===== config.mk =====
export PLATFORM = sky130hd
export DESIGN_NAME = ctp_conversion_timing_power_ctrl
export DESIGN_NICKNAME = d
export VERILOG_FILES = /design/src/rtl/ctp_conversion_timing_power_ctrl.v
export VERILOG_INCLUDE_DIRS = /design/src /design/src/rtl
export SDC_FILE = /design/constraint.sdc
export NUM_CORES = 1
export LEC_CHECK = 0
export BUFFER_PORTS_ARGS = -buffer_cell sky130_fd_sc_hd__buf_2
export CAP_MARGIN = 5
export CORE_ASPECT_RATIO = 1.4
export CORE_MARGIN = 1
export CORE_UTILIZATION = 40
export CTS_CLUSTER_DIAMETER = 120
export DETAILED_ROUTE_END_ITERATION = 7
export HOLD_SLACK_MARGIN = 0.12
export PLACE_DENSITY = 0.71
export SYNTH_ARGS = -nofsm -noshare
export SYNTH_HDL_FRONTEND = slang
export SYNTH_SLANG_ARGS = --single-unit

===== constraint.sdc =====
create_clock -name core_clk -period 2.2 [get_ports core_clk]
set_input_delay 0.11 -clock core_clk [delete_from_list [all_inputs] [get_ports core_clk]]
set_output_delay 0.11 -clock core_clk [all_outputs]
set_load 0.05 [all_outputs]

===== src/rtl/ctp_defines.vh =====
// Constants for the conversion timing and power-state control block.
// Assumes a 100 MHz core clock and a plain address/strobe register port.
//
// Overview of operation
// Convert-start rise holds all channels, starts conversion; the code holds only channels whose doze bit is clear
// Conversion always completes unless device resets
// Busy high from conversion start to finish
// Host lowers convert-start after 40-60 ns or busy fall
// Conversion within 725 ns, acquisition at least 3465 ns
// Next acquisition may start during conversion
// Convert-start held high after conversion enters nap
// Host holds convert-start low 750 ns leaving nap
// In nap, acquisition equals convert-start low time
// Pin or field value 3 powers down, ignores requests
// Power-down during conversion waits for its completion
// Host waits 1 ms after power-down pin falls
// Busy falls at power-on reset end; host waits 1 ms
// Sleeping channel stands by and ignores conversions
// Sleep off after reset; mask bit sleeps channel
// Control bits disable band-gap and reference buffer
// Host keeps digital lines quiet before convert rise
// Two power-down rises without conversion reset device
// Reset halts conversion, restores all defaults
// Sleep mask bit n controls channel n
// Convert-start rises while busy are ignored
`ifndef CTP_DEFINES_VH
`define CTP_DEFINES_VH

// ****************************************
// Timing
// ****************************************
`define CTP_CLK_PERIOD_NS 10
`define CTP_CONV_TIME_NS 725
`define CTP_CONV_CYCLES (`CTP_CONV_TIME_NS / `CTP_CLK_PERIOD_NS)
`define CTP_WAKE_TIME_US 1000
`define CTP_WAKE_CYCLES (`CTP_WAKE_TIME_US * 1000 / `CTP_CLK_PERIOD_NS)
`define CTP_POR_TIME_NS 1000
`define CTP_POR_CYCLES (`CTP_POR_TIME_NS / `CTP_CLK_PERIOD_NS)

// ****************************************
// Register map
// ****************************************
`define CTP_ADDR_DEV_CFG 4'h0
`define CTP_ADDR_DEV_CTRL 4'h1
`define CTP_ADDR_DOZE 4'h2
`define CTP_ADDR_STATUS 4'h3
`define CTP_PWR_DOWN 2'h3
`define CTP_PWR_NORMAL 2'h0
`define CTP_BG_OFF_BIT 0
`define CTP_BUF_OFF_BIT 1

// ****************************************
// States
// ****************************************
`define CTP_ST_POR 3'h0
`define CTP_ST_IDLE 3'h1
`define CTP_ST_CONV 3'h2
`define CTP_ST_NAP 3'h3
`define CTP_ST_DOWN 3'h4

`endif


===== src/rtl/ctp_conversion_timing_power_ctrl.v =====
// Conversion timing, nap, power-down, global reset and channel sleep control.
// Assumes convert_start and powerdown_pin come from pins, register port on core_clk.
//
// Strobed register access and the register offsets are this design's own decisions.
`timescale 1ns/1ns
`default_nettype none
`include "ctp_defines.vh"

module ctp_conversion_timing_power_ctrl #(
  parameter NUM_CH = 8,
  parameter CONV_CYCLES = `CTP_CONV_CYCLES,
  parameter WAKE_CYCLES = `CTP_WAKE_CYCLES,
  parameter POR_CYCLES = `CTP_POR_CYCLES
) (
  // Clock and reset
  input wire core_clk,
  input wire reset_n,
  // Host pins
  input wire convert_start,
  input wire powerdown_pin,
  output wire busy,
  // Register port
  input wire [3:0] reg_addr,
  input wire [7:0] reg_wdata,
  input wire reg_wr,
  input wire reg_rd,
  output reg [7:0] reg_rdata,
  // Analog control
  output wire [NUM_CH-1:0] track_hold_n,
  output wire [NUM_CH-1:0] channel_active,
  output wire sampling_powered,
  output wire powered_down,
  output wire bandgap_enable,
  output wire buffered_reference_pin_enable,
  output wire wake_pending
);

  // ****************************************
  // Pin synchronisers
  // ****************************************
  reg cnv_s1_q, cnv_s2_q, cnv_s3_q;
  reg pd_s1_q, pd_s2_q, pd_s3_q;

  // Two stages then an edge stage; the second stage and the edge stage feed logic
  always @(posedge core_clk) begin
    if (!reset_n) begin
      cnv_s1_q <= 1'b0;
      cnv_s2_q <= 1'b0;
      cnv_s3_q <= 1'b0;
      pd_s1_q <= 1'b0;
      pd_s2_q <= 1'b0;
      pd_s3_q <= 1'b0;
    end else begin
      cnv_s1_q <= convert_start;
      cnv_s2_q <= cnv_s1_q;
      cnv_s3_q <= cnv_s2_q;
      pd_s1_q <= powerdown_pin;
      pd_s2_q <= pd_s1_q;
      pd_s3_q <= pd_s2_q;
    end
  end

  wire cnv_rise = cnv_s2_q & ~cnv_s3_q;
  wire pd_rise = pd_s2_q & ~pd_s3_q;

  // ****************************************
  // Registers and state
  // ****************************************
  reg [2:0] state_q;
  reg [1:0] pwr_field_q;        // Power state field
  reg [1:0] ref_ctrl_q;         // Band-gap and buffer disable bits
  reg [NUM_CH-1:0] doze_q;      // Channel doze mask
  reg [NUM_CH-1:0] held_q;      // Channels in hold
  reg [19:0] count_q;           // Conversion or power-on timer
  reg [19:0] wake_q;            // Wake delay remaining
  reg pd_armed_q;               // A power-down entry happened since last conversion
  reg field_down_q;             // Previous field power-down level
  reg glob_rst_q;               // Global reset request

  wire field_down = (pwr_field_q == `CTP_PWR_DOWN);
  wire down_req = pd_s2_q | field_down;
  wire field_rise = field_down & ~field_down_q;
  wire down_entry = pd_rise | field_rise;
  wire soft_rst = glob_rst_q;

  // Global reset fires on a second entry with no conversion between
  always @(posedge core_clk) begin
    if (!reset_n || soft_rst) begin
      pd_armed_q <= 1'b0;
      field_down_q <= 1'b0;
      glob_rst_q <= 1'b0;
    end else begin
      field_down_q <= field_down;
      glob_rst_q <= down_entry & pd_armed_q;
      if (state_q == `CTP_ST_CONV)
        pd_armed_q <= 1'b0;
      else if (down_entry)
        pd_armed_q <= 1'b1;
    end
  end

  // ****************************************
  // Conversion and power state machine
  // ****************************************
  always @(posedge core_clk) begin
    if (!reset_n || soft_rst) begin
      state_q <= `CTP_ST_POR;
      count_q <= 20'h00000;
      wake_q <= 20'h00000;
      held_q <= {NUM_CH{1'b0}};
    end else begin
      if (wake_q != 20'h00000)
        wake_q <= wake_q - 20'h00001;
      case (state_q)
        `CTP_ST_POR: begin
          // Busy high until the power-on timer ends; its fall marks the end
          if (count_q == POR_CYCLES[19:0] - 20'h00001) begin
            state_q <= `CTP_ST_IDLE;
            count_q <= 20'h00000;
            wake_q <= WAKE_CYCLES[19:0];
          end else
            count_q <= count_q + 20'h00001;
        end
        `CTP_ST_IDLE, `CTP_ST_NAP: begin
          if (down_req)
            state_q <= `CTP_ST_DOWN;
          else if (cnv_rise) begin
            state_q <= `CTP_ST_CONV;
            held_q <= ~doze_q;
            count_q <= 20'h00000;
          end else if (state_q == `CTP_ST_IDLE && cnv_s2_q && count_q != 20'h00000)
            state_q <= `CTP_ST_NAP;
        end
        `CTP_ST_CONV: begin
          // Rises during busy are ignored; pin and field cannot stop it
          if (count_q == CONV_CYCLES[19:0] - 20'h00001) begin
            held_q <= {NUM_CH{1'b0}};
            count_q <= 20'h00001;
            state_q <= down_req ? `CTP_ST_DOWN : `CTP_ST_IDLE;
          end else
            count_q <= count_q + 20'h00001;
        end
        `CTP_ST_DOWN: begin
          if (!down_req) begin
            state_q <= `CTP_ST_IDLE;
            count_q <= 20'h00000;
            wake_q <= WAKE_CYCLES[19:0];
          end
        end
        default: state_q <= `CTP_ST_POR;
      endcase
    end
  end

  // ****************************************
  // Register port
  // ****************************************
  always @(posedge core_clk) begin
    if (!reset_n || soft_rst) begin
      pwr_field_q <= `CTP_PWR_NORMAL;
      ref_ctrl_q <= 2'h0;
      doze_q <= {NUM_CH{1'b0}};
      reg_rdata <= 8'h00;
    end else begin
      if (reg_wr) begin
        case (reg_addr)
          `CTP_ADDR_DEV_CFG: pwr_field_q <= reg_wdata[1:0];
          `CTP_ADDR_DEV_CTRL: ref_ctrl_q <= reg_wdata[1:0];
          `CTP_ADDR_DOZE: doze_q <= reg_wdata[NUM_CH-1:0];
          default: ;
        endcase
      end
      reg_rdata <= 8'h00;
      if (reg_rd) begin
        case (reg_addr)
          `CTP_ADDR_DEV_CFG: reg_rdata <= {6'h00, pwr_field_q};
          `CTP_ADDR_DEV_CTRL: reg_rdata <= {6'h00, ref_ctrl_q};
          `CTP_ADDR_DOZE: reg_rdata <= doze_q;
          `CTP_ADDR_STATUS: reg_rdata <= {4'h0, (wake_q != 20'h00000), state_q};
          default: reg_rdata <= 8'h00;
        endcase
      end
    end
  end

  // ****************************************
  // Outputs
  // ****************************************
  // Nap time is not acquisition: tracking resumes once pin drops
  wire in_nap = (state_q == `CTP_ST_NAP) & cnv_s2_q;
  assign busy = (state_q == `CTP_ST_CONV) | (state_q == `CTP_ST_POR);
  // Mask by doze so a channel put to sleep mid-conversion leaves hold at once
  assign track_hold_n = ~(held_q & ~doze_q);
  assign channel_active = ~doze_q;
  assign sampling_powered = ~in_nap & (state_q != `CTP_ST_DOWN);
  assign powered_down = (state_q == `CTP_ST_DOWN);
  assign bandgap_enable = ~ref_ctrl_q[`CTP_BG_OFF_BIT];
  assign buffered_reference_pin_enable = ~ref_ctrl_q[`CTP_BUF_OFF_BIT];
  assign wake_pending = (wake_q != 20'h00000);

endmodule // ctp_conversion_timing_power_ctrl
`default_nettype wire


Word level (Yosys, flattened, before mapping) --
Index checks and enable logic that the tools add are counted.
Storage, ports and cells: flip-flop bits (word level) 80, input port bits 18, output and inout port bits 30, word-level logic and storage cells 97
Cells by class: add/subtract/negate cells 2, equal/unequal tests 17, multiplexer cells 23, bitwise logic cells 19, reductions and logical operators 19
Operators with widths (count):
- $mux W20 | 8
- $pmux W20 S4 | 1
- $eq A20 B7 Y1 const B | 2
- $pmux W20 S2 | 1
- $reduce_bool A20 Y1 | 2
- $pmux W8 S4 | 1
- $mux W8 | 3
- $mux W3 | 7
- $add A20 B1 Y20 const B | 1
- $sub A20 B1 Y20 const B | 1
- $not A8 Y8 | 2
- $pmux W8 S2 | 1
- $pmux W3 S4 | 1
- $reduce_and A4 Y1 | 3
- $and A8 B8 Y8 | 1
- $eq A4 B2 Y1 const B | 2
- $ne A2 B2 Y1 const B | 4
- $not A1 Y1 | 7
- $and A1 B1 Y1 | 6
- $eq A3 B2 Y1 const B | 2
- $reduce_and A2 Y1 | 3
- $reduce_or A2 Y1 | 3
- $eq A4 B1 Y1 const B | 1
- $logic_not A4 Y1 | 1
- 13 further kinds | 16

Logic depth before layout (Yosys ltp) --
word-level depth 7, depth in mapped cells 7, depth with buffers taken out 6

Worst setup path before layout --
No wires, ideal clock.
path type flip-flop to flip-flop, start register state_q[2], end register wake_q[11], setup time 0.117 ns, arrival time 2.544 ns, setup slack -0.461 ns, stages on the path, launching flop included 8, buffers on the path 2, cell sequence dfxtp_1 > clkbuf_1 > inv_1 > nor3_1 > a32oi_2 > nand2_1 > buf_2 > nor2_1
On the way: word-level cells in the longest chain between the ends 2
RTL lines:
- start: declaration | line ctp_conversion_timing_power_ctrl.v:69 | reg [2:0] state_q;
- start signal: assignment | line ctp_conversion_timing_power_ctrl.v:107 | state_q <= `CTP_ST_POR;
- start signal: assignment | line ctp_conversion_timing_power_ctrl.v:118 | state_q <= `CTP_ST_IDLE;
- start signal: assignment | line ctp_conversion_timing_power_ctrl.v:126 | state_q <= `CTP_ST_DOWN;
- $eq A3 B3 Y1
- named net powered_down | line ctp_conversion_timing_power_ctrl.v:32 | output wire powered_down,
- $pmux W20 S2 | line ctp_conversion_timing_power_ctrl.v:114 | case (state_q)
- end signal: assignment | line ctp_conversion_timing_power_ctrl.v:113 | wake_q <= wake_q - 20'h00001;
- end signal: assignment | line ctp_conversion_timing_power_ctrl.v:120 | wake_q <= WAKE_CYCLES[19:0];
- end signal: assignment | line ctp_conversion_timing_power_ctrl.v:147 | wake_q <= WAKE_CYCLES[19:0];
- end: declaration | line ctp_conversion_timing_power_ctrl.v:75 | reg [19:0] wake_q;
The timed path passes the listed nets, and every way through them passes these cells. A chain may end at the register's enable or synchronous reset.

Worst setup path after layout --
start register wake_q[17], end output port wake_pending
On the way: word-level cells in the longest chain between the ends 1
RTL lines:
- $reduce_bool A20 Y1 | line ctp_conversion_timing_power_ctrl.v:199 | assign wake_pending = (wake_q != 20'h00000);
- end: declaration | line ctp_conversion_timing_power_ctrl.v:35 | output wire wake_pending
Every way passes these cells.

==> out/results.ini <==
[floorplan]
die_x_um = 84.16
die_h_um = 117.0
initial_core_util_pct = 41.63
die-area_um2 = 9848
coreArea_um2 = 9080
core.rowCount = 41
io_pins = 48

[worst_hold_path]
min_path_cells = 2
worstHoldStart = reg_addr[0]
hp-class = input pin to flop
holdPathEnd = reg_rdata[6]$_SDFF_PP0_

[logic_synthesis]
syn_area_um2 = 3780
synth_seq_area_share_pct = 42.37
syn_avg_cell_area_um2 = 9.064
synth_top_area_cell = dfxtp_1
mappedNetlistNets = 439
synth_area_leaders = dfxtp_1, xnor2_1, nor2_1
netlist.area_leader.share_pct = 42.37
yosysWarnings = 0
synth_edf_count = 0
async_flop_share_pct = 0
yosysUniqueCellTypes = 56
synthCells = 417
synth_ff_type = dfxtp_1
ys_ff_latch = 80

[critical_path]
timing.rr.start = count_q[0]$_SDFFE_PP0P_
critPathBufInv = 1
crit_family = simple AND/OR/NAND/NOR gates
crit_arrival_ns = 1.98
cp-start-kind = flop
r2r-end = wake_q[6]$_SDFF_PP0_
critical_path_class = flop to output pin
crit_fanout = 7
crit_path_top_delay_cell = or3_1
path_cells = or3_1 -> nor3b_4 -> nand4_4 -> buf_2
worstPathRequired_ns = 2.09
max_stage_delay_ns = 0.46
rrSetupSlack_ns = 0.26
reg2regPathDepth = 5
end_kind = output pin

[placement]
gp_congestion = 0.8556
dp_hpwl_um = 6362
port_buffers = 47

[power]
internal_power_mw = 3.310
power.leakage_nw = 1.723
seq_power_share_pct = 35.8
power.density_nw_per_um2 = 1136
p_comb_share_pct = 36.7
p_switching_mw = 1.895
p_sw_share_pct = 36.41
ir_drop_mv = 0.4867
p_clk_share_pct = 27.5

[finish]
layout.nets = 503
register_area_um2 = 1602
syn2layout_area_growth_pct = 21.22
drive_above_1_share_pct = 20.37
final_common_cell = dfxtp_1
final_cell_mix = dfxtp_1, nor2_1, buf_2
diodes = 0
multiInputGateArea_um2 = 2042
fillers = 835

[outcome]
violations = design-rule violations
status = complete, but fails checks

[sta]
finalSetupViolations = 0
hold_slack_ns = 0.1649
fin_crit_sh_pct = 95.11
slew-limit-headroom_pct = 47.30
slew_violations = 0
grt_setup_unrepaired = false
tightest_slew_ns = 0.7904
fmax_mhz = 477.9
clock_skew_ns = 0.01013
fin_crit_ns = 2.092
hold_viol = 0
setup_tns_ns = 0

[global_routing]
grt_overflow = 0
grt_max_degree = 23
grt_pass1_vias = 3137
grt_antenna_before_repair = 0
grt.total_usage_pct = 18.71
grt_pass1_wl_um = 14410

[drt]
vias_per_cell = 5.506
num_vias = 3265
ant_nets = 0
drt_wl_total_um = 8681
wl_per_cell_um = 14.64
first_pass_iters = 6
drc = 4
drt_iter0_markers = 167

[cts]
cts_root_buf = clkbuf_16
clk_latency_ns = 0.34
cts.reportedPaths.clkPinSlew_ns = 0.06
clockBufferDepth = 2
cts-buffers-inserted = 9
tritoncts = done
clock_sinks = 80
htreeDepth = 3

[flow_run]
drv_cap = 0

-- registers in the layout (all words and copies together) (netlist names), 2 cells and up --
name,count
wake_q,20
doze_q,8
reg_rdata,8
ref_ctrl_q,2
count_q,20
held_q,8
pwr_field_q,2
state_q,3
-- cells by family (layout without fill, tap and decap cells) --
logic type,after synthesis,in the layout,synth area share [%]
adder cells (fa/ha/maj),5,5,1.589
flip-flops,80,80,42.37
AND/OR/NAND/NOR,190,190,27.44
multiplexers,21,21,5.561
XOR/XNOR,29,29,6.720
AO/OA/AOI/OAI,56,56,11.92
buffers and inverters,36,105,4.403
-- worst max-delay path by stage --
stage,endpoint,from,slack [ns],cells after the start
floorplan,wake_q[11]$_SDFF_PP0_,state_q[2]$_SDFFE_PP0P_,0.05,7
global placement,wake_q[6]$_SDFF_PP0_,count_q[0]$_SDFFE_PP0P_,0.19,5
detailed placement,wake_q[1]$_SDFF_PP0_,count_q[0]$_SDFFE_PP0P_,0.11,5
CTS,wake_pending,wake_q[17]$_SDFF_PP0_,0.01,4
global route,wake_pending,wake_q[17]$_SDFF_PP0_,0.01,4
finish,wake_pending,wake_q[17]$_SDFF_PP0_,0.11,4
-- power groups by stage --
| stage | Sequential (mW) | Clock, mW | Combinational (mW) |
|---|---|---|---|
| 2_1_floorplan | 1.83 | 0 | 1.44 |
| 3_3_place_gp | 1.87 | 0 | 1.72 |
| 3_5_place_dp | 1.88 | 0 | 1.76 |
| 4_1_cts | 1.85 | 1.47 | 1.84 |
| 5_1_grt | 1.89 | 1.52 | 2.11 |
| 6_report | 1.86 | 1.43 | 1.91 |
-- stage by stage --
stage                     util (%)  instances  instance area [µm²]  worst slack, ns  total power, mW
final                        50.46        593                 4582           0.1076            5.206
after global routing         50.46        593                 4582          0.01072            5.522
after CTS                    50.28        593                 4566          0.01114            5.165
after detailed placement     45.47        562                 4129           0.1058            3.634
after global placement       45.47        562                 4129           0.1924            3.585
after floorplan                  -        417                 3787          0.05186            3.272
-- per-layer routing --
metal  vias to the layer above  share of wire, %  global-route usage, %
met4                         0               2.4                  10.80
li1                       1618                 -                      -
met1                      1548                41                  19.76
met2                        84                52                  34.15
met5                         -                 0                      0
met3                        15               4.5                  4.628
-- cell usage after synthesis (4+ instances only) --
master / n
a21oi_1: 14
nand4_1: 8
dfxtp_1: 80
nand2_1: 26
clkbuf_1: 10
ha_1: 4
nor2_1: 60
and2_1: 9
nor2b_1: 7
nand3_1: 8
and3_1: 4
nor4_1: 20
xnor2_1: 28
and4_1: 4
a31o_2: 8
inv_1: 17
mux2i_1: 21
buf_2: 4
a31oi_1: 4
nor3_1: 20
a211oi_1: 8
nand2b_1: 4
-- area by class of cell --
cell class / count / area share (%)
clock buffer: 13 / 5.243
clock inverter: 3 / 0.9285
inverter: 17 / 1.393
multi-input combinational: 301 / 44.57
sequential: 80 / 34.95
tap: 107 / 2.922
timing repair buffer: 72 / 9.995
-- timing repair --
item	in CTS	in global routing
pin swaps	1	0
hold buffers	14	0
buffers inserted	1	0
gates resized for setup	1	3
setup endpoints to repair	1	3
endpoints found under the hold margin	20	0
Power figures use the tool's default switching activity.
